--- config.mk ---
export PLATFORM = sky130hd
export DESIGN_NAME = dsfr_rx
export DESIGN_NICKNAME = d
export VERILOG_FILES = /design/src/rtl/dsfr_pkg.sv /design/src/rtl/dsfr_sync.sv /design/src/rtl/dsfr_rx.sv
export VERILOG_INCLUDE_DIRS = /design/src /design/src/rtl
export SDC_FILE = /design/constraint.sdc
export NUM_CORES = 1
export LEC_CHECK = 0
export ABC_AREA = 0
export BUFFER_PORTS_ARGS = -buffer_cell sky130_fd_sc_hd__buf_2
export CORE_MARGIN = 4
export CORE_UTILIZATION = 47
export CTS_CLUSTER_DIAMETER = 200
export DETAILED_ROUTE_END_ITERATION = 8
export PLACE_DENSITY_LB_ADDON = 0.3
export SYNTH_ARGS = -nofsm -noshare
export SYNTH_HDL_FRONTEND = slang
export SYNTH_SLANG_ARGS = --single-unit
--- constraint.sdc ---
create_clock -name clk -period 4.7 [get_ports clk]
set_input_delay 0.94 -clock clk [delete_from_list [all_inputs] [get_ports clk]]
set_output_delay 0.94 -clock clk [all_outputs]
set_load 0.03 [all_outputs]
--- src/rtl/dsfr_regs.svh ---
/*
  timing and framing constants for the serial frame receiver.
  assumes inclusion by bare name from the receiver files.
*/
`ifndef DSFR_REGS_SVH
`define DSFR_REGS_SVH
`define DSFR_FRAME_BITS 24
`define DSFR_CNT_W 5
`define DSFR_WORD_RST 24'h000000
`define DSFR_CNT_RST 5'h00
`define DSFR_LAST_BIT 5'h17
`define DSFR_FULL_CNT 5'h18
`endif

--- src/rtl/dsfr_pkg.sv ---
/*
  types of the serial frame receiver.
  assumes dsfr_regs.svh is on the include path.
*/
`include "dsfr_regs.svh"
package dsfr_pkg;
  typedef logic [`DSFR_FRAME_BITS-1:0] dsfr_word_t;
  typedef logic [`DSFR_CNT_W-1:0] dsfr_cnt_t;
  typedef enum logic [1:0] {
    DSFR_IDLE = 2'b00,
    DSFR_SHIFT = 2'b01,
    DSFR_DONE = 2'b10
  } dsfr_state_t;
endpackage : dsfr_pkg

--- src/rtl/dsfr_sync.sv ---
/*
  two flip-flop synchroniser bank for the pin inputs.
  assumes pins are asynchronous to clk.
*/
`timescale 1ns/10ps
module dsfr_sync (
  input wire logic clk,
  input wire logic rst_n,
  input wire logic [2:0] pin_in,
  output logic [2:0] pin_sync
);
  logic [2:0] meta_reg;
  // first stage feeds only the second; idle levels high on frame and clock
  always_ff @(posedge clk or negedge rst_n) begin
    if (!rst_n) begin
      meta_reg <= 3'h6;
      pin_sync <= 3'h6;
    end else begin
      meta_reg <= pin_in;
      pin_sync <= meta_reg;
    end
  end
endmodule : dsfr_sync

--- src/rtl/dsfr_rx.sv ---
/*
  serial frame receiver: frame-sync, serial clock and data pins in, 24-bit word out.
  assumes clk at 200 MHz oversamples the serial clock (link period 64 ns in bench).
*/
`timescale 1ns/10ps
`include "dsfr_regs.svh"
module dsfr_rx (
  input wire logic clk,
  input wire logic rst_n,
  input wire logic frame_n_pin,
  input wire logic sclk_pin,
  input wire logic sdin_pin,
  output dsfr_pkg::dsfr_word_t word_reg,
  output logic word_valid_reg,
  output logic abort_reg,
  output logic busy_reg
);
  logic [2:0] pins_s;
  logic frame_n_s, sclk_s, sdin_s;
  logic frame_n_d_reg, sclk_d_reg;
  logic frame_fall, frame_rise, sclk_fall;
  dsfr_pkg::dsfr_state_t state_reg;
  dsfr_pkg::dsfr_word_t shift_reg;
  dsfr_pkg::dsfr_cnt_t cnt_reg;

  dsfr_sync u_sync (
    .clk(clk),
    .rst_n(rst_n),
    .pin_in({frame_n_pin, sclk_pin, sdin_pin}),
    .pin_sync(pins_s)
  );
  assign frame_n_s = pins_s[2];
  assign sclk_s = pins_s[1];
  assign sdin_s = pins_s[0];

  // edge history taken from synchronised levels only
  always_ff @(posedge clk or negedge rst_n) begin
    if (!rst_n) begin
      frame_n_d_reg <= 1'b1;
      sclk_d_reg <= 1'b1;
    end else begin
      frame_n_d_reg <= frame_n_s;
      sclk_d_reg <= sclk_s;
    end
  end
  assign frame_fall = frame_n_d_reg & ~frame_n_s;
  assign frame_rise = ~frame_n_d_reg & frame_n_s;
  assign sclk_fall = sclk_d_reg & ~sclk_s;

  // frame sequencing; clock and data are ignored while idle or done
  always_ff @(posedge clk or negedge rst_n) begin
    if (!rst_n) begin
      state_reg <= dsfr_pkg::DSFR_IDLE;
    end else begin
      case (state_reg)
        dsfr_pkg::DSFR_IDLE: begin
          if (frame_fall) state_reg <= dsfr_pkg::DSFR_SHIFT;
        end
        dsfr_pkg::DSFR_SHIFT: begin
          if (frame_n_s) state_reg <= dsfr_pkg::DSFR_IDLE;
          else if (sclk_fall && cnt_reg == `DSFR_LAST_BIT)
            state_reg <= dsfr_pkg::DSFR_DONE;
        end
        dsfr_pkg::DSFR_DONE: begin
          // extra clocks after the word are ignored until frame-sync rises
          if (frame_n_s) state_reg <= dsfr_pkg::DSFR_IDLE;
        end
        default: state_reg <= dsfr_pkg::DSFR_IDLE;
      endcase
    end
  end

  // bit counter cleared at every frame start
  always_ff @(posedge clk or negedge rst_n) begin
    if (!rst_n) begin
      cnt_reg <= `DSFR_CNT_RST;
    end else if (frame_fall) begin
      cnt_reg <= `DSFR_CNT_RST;
    end else if (state_reg == dsfr_pkg::DSFR_SHIFT && !frame_n_s && sclk_fall) begin
      cnt_reg <= cnt_reg + 5'h01;
    end
  end

  // shift msb first on each falling serial clock edge in the shift state
  always_ff @(posedge clk or negedge rst_n) begin
    if (!rst_n) begin
      shift_reg <= `DSFR_WORD_RST;
    end else if (state_reg == dsfr_pkg::DSFR_SHIFT && !frame_n_s && sclk_fall) begin
      shift_reg <= {shift_reg[`DSFR_FRAME_BITS-2:0], sdin_s};
    end
  end

  // word output updates only on a complete frame, so an abort never leaks
  always_ff @(posedge clk or negedge rst_n) begin
    if (!rst_n) begin
      word_reg <= `DSFR_WORD_RST;
      word_valid_reg <= 1'b0;
    end else begin
      word_valid_reg <= 1'b0;
      if (state_reg == dsfr_pkg::DSFR_SHIFT && !frame_n_s && sclk_fall &&
          cnt_reg == `DSFR_LAST_BIT) begin
        word_reg <= {shift_reg[`DSFR_FRAME_BITS-2:0], sdin_s};
        word_valid_reg <= 1'b1;
      end
    end
  end

  // status pulses and levels for the decoder side
  always_ff @(posedge clk or negedge rst_n) begin
    if (!rst_n) begin
      abort_reg <= 1'b0;
      busy_reg <= 1'b0;
    end else begin
      abort_reg <= (state_reg == dsfr_pkg::DSFR_SHIFT) && frame_n_s;
      busy_reg <= !frame_n_s;
    end
  end

  // counter stops at the full frame length; extra falls in done never count
  cnt_bound_a: assert property (@(posedge clk) disable iff (!rst_n)
    cnt_reg <= `DSFR_FULL_CNT)
    else $error("bit counter ran past frame length");

  // done is only reached with exactly 24 bits taken
  done_count_a: assert property (@(posedge clk) disable iff (!rst_n)
    state_reg == dsfr_pkg::DSFR_DONE |-> cnt_reg == `DSFR_FULL_CNT)
    else $error("done state with short count");

  // counter holds while idle unless a new frame starts
  idle_count_a: assert property (@(posedge clk) disable iff (!rst_n)
    (state_reg == dsfr_pkg::DSFR_IDLE && !frame_fall) |=> $stable(cnt_reg))
    else $error("counter moved while idle");

  // word output only moves together with its valid pulse
  word_hold_a: assert property (@(posedge clk) disable iff (!rst_n)
    !word_valid_reg |-> $stable(word_reg))
    else $error("word changed without valid");

  // presented word is the shifter plus the final bit
  valid_word_a: assert property (@(posedge clk) disable iff (!rst_n)
    word_valid_reg |-> word_reg == $past({shift_reg[`DSFR_FRAME_BITS-2:0], sdin_s}))
    else $error("presented word not the shifted bits");

  // trailing clocks after a full word never raise a second valid
  done_quiet_a: assert property (@(posedge clk) disable iff (!rst_n)
    state_reg == dsfr_pkg::DSFR_DONE |=> !word_valid_reg)
    else $error("second valid in one frame");

  // abort only follows a frame rise in the shift state
  abort_cause_a: assert property (@(posedge clk) disable iff (!rst_n)
    abort_reg |-> $past(state_reg) == dsfr_pkg::DSFR_SHIFT && $past(frame_n_s))
    else $error("abort without early frame end");

  // an early frame end always reports an abort
  abort_flag_a: assert property (@(posedge clk) disable iff (!rst_n)
    (state_reg == dsfr_pkg::DSFR_SHIFT && frame_n_s) |=> abort_reg)
    else $error("early frame end not flagged");

  // abort is a single-cycle pulse
  abort_once_a: assert property (@(posedge clk) disable iff (!rst_n)
    abort_reg |=> !abort_reg)
    else $error("abort longer than one cycle");

  // no bit may enter while the frame is high
  high_hold_a: assert property (@(posedge clk) disable iff (!rst_n)
    frame_n_s |=> $stable(shift_reg))
    else $error("bit taken outside frame");

  // busy mirrors the synchronised frame one cycle late
  busy_track_a: assert property (@(posedge clk) disable iff (!rst_n)
    busy_reg == !$past(frame_n_s))
    else $error("busy does not follow frame");

  valid_once_a: assert property (@(posedge clk) disable iff (!rst_n)
    word_valid_reg |=> !word_valid_reg)
    else $error("word valid longer than one cycle");
  valid_cause_a: assert property (@(posedge clk) disable iff (!rst_n)
    word_valid_reg |-> $past(state_reg) == dsfr_pkg::DSFR_SHIFT && state_reg == dsfr_pkg::DSFR_DONE)
    else $error("word valid without final edge");
  abort_drop_a: assert property (@(posedge clk) disable iff (!rst_n)
    abort_reg |-> $stable(word_reg) && !word_valid_reg)
    else $error("aborted frame touched the word");
  start_arm_a: assert property (@(posedge clk) disable iff (!rst_n)
    (state_reg == dsfr_pkg::DSFR_IDLE && frame_fall) |=>
      state_reg == dsfr_pkg::DSFR_SHIFT && cnt_reg == `DSFR_CNT_RST)
    else $error("frame start did not arm shifter");
  shift_step_a: assert property (@(posedge clk) disable iff (!rst_n)
    (state_reg == dsfr_pkg::DSFR_SHIFT && !frame_n_s && sclk_fall) |=>
      shift_reg[0] == $past(sdin_s) && cnt_reg == $past(cnt_reg) + 5'h01)
    else $error("shift step wrong");
  idle_hold_a: assert property (@(posedge clk) disable iff (!rst_n)
    (state_reg != dsfr_pkg::DSFR_SHIFT) |=> $stable(shift_reg))
    else $error("shift outside a frame");
  abort_idle_a: assert property (@(posedge clk) disable iff (!rst_n)
    (state_reg == dsfr_pkg::DSFR_SHIFT && frame_n_s) |=> state_reg == dsfr_pkg::DSFR_IDLE)
    else $error("abort did not return idle");

  word_done_c: cover property (@(posedge clk) disable iff (!rst_n) word_valid_reg);
  abort_c: cover property (@(posedge clk) disable iff (!rst_n) abort_reg);
  extra_clk_c: cover property (@(posedge clk) disable iff (!rst_n)
    state_reg == dsfr_pkg::DSFR_DONE && sclk_fall);
  // a frame start seen from idle, and a word arriving right before frame end
  frame_start_c: cover property (@(posedge clk) disable iff (!rst_n)
    state_reg == dsfr_pkg::DSFR_IDLE && frame_fall);
  tight_end_c: cover property (@(posedge clk) disable iff (!rst_n)
    word_valid_reg ##[1:8] state_reg == dsfr_pkg::DSFR_IDLE);
endmodule : dsfr_rx

==> impl_metrics.toml <==
[global_route]
grt_pass1_wl_um = 6444
track_usage = 0.1342
antenna_found_initial = 0
grt.overflow.total = 0
grt_pass1_vias = 1378
grt_max_degree = 66

[clock_tree]
holdBufCountCts = 0
clk_latency_ns = 0.32
clockBufferDepth = 2
htreeDepth = 3
cts_root_buffer = "clkbuf_8"
clkTransAtPathRegs_ns = 0.07
cts_tree = "done"
ctsResizeCount = 0
clock-sinks = 65
cts_setup_buffers = 0
numCtsBuffers = 9

[sta]
setup_viol = 0
hold_violations = 0
fin_crit_sh = 0.4438
fmax_mhz = 479.5
fin_crit_ns = 2.086
grt_setup_unrepaired = "false"
fin_skew_ns = 0.007946
fin_setup_tns_ns = 0
slew_viol_final = 0
worst_pin_slew_ns = 0.9611
slew-limit-headroom = 0.3577
worst_hold_slack_ns = 0.3554

[die]
design.die.area_sq_um = 6429
ios = 32
start_util = 0.4825
die_h_um = 80.18
rows = 26
core_sq_um = 5075
dieWidth_um = 80.18

[setup_path]
path_max_fanout = 25
arrival_ns = 2.29
start_kind = "flop"
criticalPathCategory = "reg2reg"
critical_path_required_ns = 4.90
cp-end-kind = "flop"

[synthesis]
synthArstFlopShare = 1.000
syn_area_sq_um = 2449
yosys.area.top_type = "dfrtp_1"
yosysSeqAreaShare = 0.6673
synth.distinct_cells = 26
yosysWarnings = 0
synth_most_common_cell = "dfrtp_1"
synth-main-ff-cell = "dfrtp_1"
syn_avg_cell_area_sq_um = 16.00
synth-edff-count = 0
syn_nets = 159
ys_ff_latch = 65
syn_inst = 153
yosys-top-cells-area = "dfrtp_1, mux2_2, dfstp_2"
synthTopCellsByCount = "dfrtp_1, mux2_2, a21oi_1, dfstp_2"
synth_top_area_frac = 0.6030

[finish]
fin_cells = 266
antennaDiodeCount = 0
nNetsFinal = 198
post-route-util = 0.5703
area_growth_syn_to_layout_pct = 18.19
nFillCells = 433
drive_gt1_frac = 0.5153
regArea_sq_um = 1634
multi_input_area_sq_um = 765.7
largest_reg_flops = 24

[pwr]
power_density_nw_per_um2 = 396.2
p_leak_nw = 1.482
vdd_ir_drop_max_mv = 0.2158
p_total_mw = 1.146

[drt]
drt_iter0_drc = 72
wirelength_um = 3697
wl_per_cell_um = 13.90
vias_per_cell = 4.940
via_count = 1314
drc_errors = 0
firstDrtPassIters = 4
drt.antenna.violating_nets = 0

[min_path]
hold_path_class = "reg2reg"

[placement]
gp_congestion = 0.7744
hpwl_um = 2491
io_buffers = 31
placed_cells = 251

[flow_run]
cap_violations = 0

[outcome]
status = "finished, final reports clean"
[stage by stage]
stage | instance area (sq um) | worst slack (ns)
3_5_place_dp | 2665 | 2.624
5_1_grt | 2894 | 2.502
2_1_floorplan | 2449 | 2.716
6_report | 2894 | 2.614
3_3_place_gp | 2665 | 2.689
4_1_cts | 2894 | 2.608
[worst paths after layout]
check	start	endpoint	slack [ns]	cells after the start
min in group asynchronous	rst_n	word_reg[13]	0.77	2
worst min-delay path	u_sync.meta_reg[0]	u_sync.pin_sync[0]	0.36	0
worst min register to register	u_sync.meta_reg[0]	u_sync.pin_sync[0]	0.36	0
worst max register to register	state_reg[1]	word_reg[5]	2.61	4
max in group asynchronous	rst_n	state_reg[0]	3.41	2
worst max-delay path	state_reg[1]	word_reg[5]	2.61	4
[cell type report]
type / instances / share of cell area
clock buffer: 13 / 0.05837
clock inverter: 2 / 0.02075
inverter: 2 / 0.002594
multi-input combinational: 81 / 0.2646
sequential: 65 / 0.5646
tap: 70 / 0.03026
timing repair buffer: 33 / 0.05880
[power by group]
group | total [mW] | switching (mW) | leakage, nW | internal [mW]
clock network | 0.525 | 0.186 | 0.116 | 0.340
logic | 0.0340 | 0.0201 | 0.492 | 0.0139
registers | 0.587 | 0.0102 | 0.874 | 0.577
total | 1.15 | 0.216 | 1.48 | 0.930
[worst max-delay path, stage by stage, from the launching register on]
cell,delay (ns)
dfrtp_1,0.41
or3b_1,0.52
nor4b_4,0.29
buf_4,0.36
mux2_2,0.38
[cells in the final DEF (no fill, tap or decap), types with 2 or more instances in the layout]
| cell | Yosys | final |
|---|---|---|
| inv_1 | 2 | 2 |
| clkbuf_8 | 0 | 12 |
| nor2b_1 | 2 | 2 |
| o21ai_0 | 3 | 3 |
| buf_2 | 0 | 31 |
| nor2_1 | 2 | 2 |
| or3_1 | 2 | 2 |
| or4_1 | 2 | 2 |
| dfstp_2 | 6 | 6 |
| nand2b_1 | 2 | 2 |
| mux2_2 | 46 | 46 |
| bufinv_16 | 0 | 2 |
| nand3_1 | 2 | 2 |
| o31ai_1 | 2 | 2 |
| nor3b_1 | 2 | 2 |
| dfrtp_1 | 59 | 59 |
| buf_4 | 0 | 2 |
| a21oi_1 | 6 | 6 |
[cell families after synthesis]
family	share of synthesized area
buffers and inverters	0.01993
flip-flops	0.6673
adder cells (fa/ha/maj)	0.005109
multiplexers	0.2161
AO/OA/AOI/OAI	0.02810
AND/OR/NAND/NOR	0.06336
[per-layer routing]
metal | wire length, um | part of all wire | vias up | global-route usage
met4 | 63 | 0.017 | 0 | 0.07095
met5 | 0 | 0 | - | 0
met3 | 201 | 0.054 | 5 | 0.04372
met1 | 1584 | 0.43 | 654 | 0.1631
li1 | - | - | 623 | -
met2 | 1847 | 0.50 | 32 | 0.2119
No activity file was read; power rests on OpenSTA's default activity.
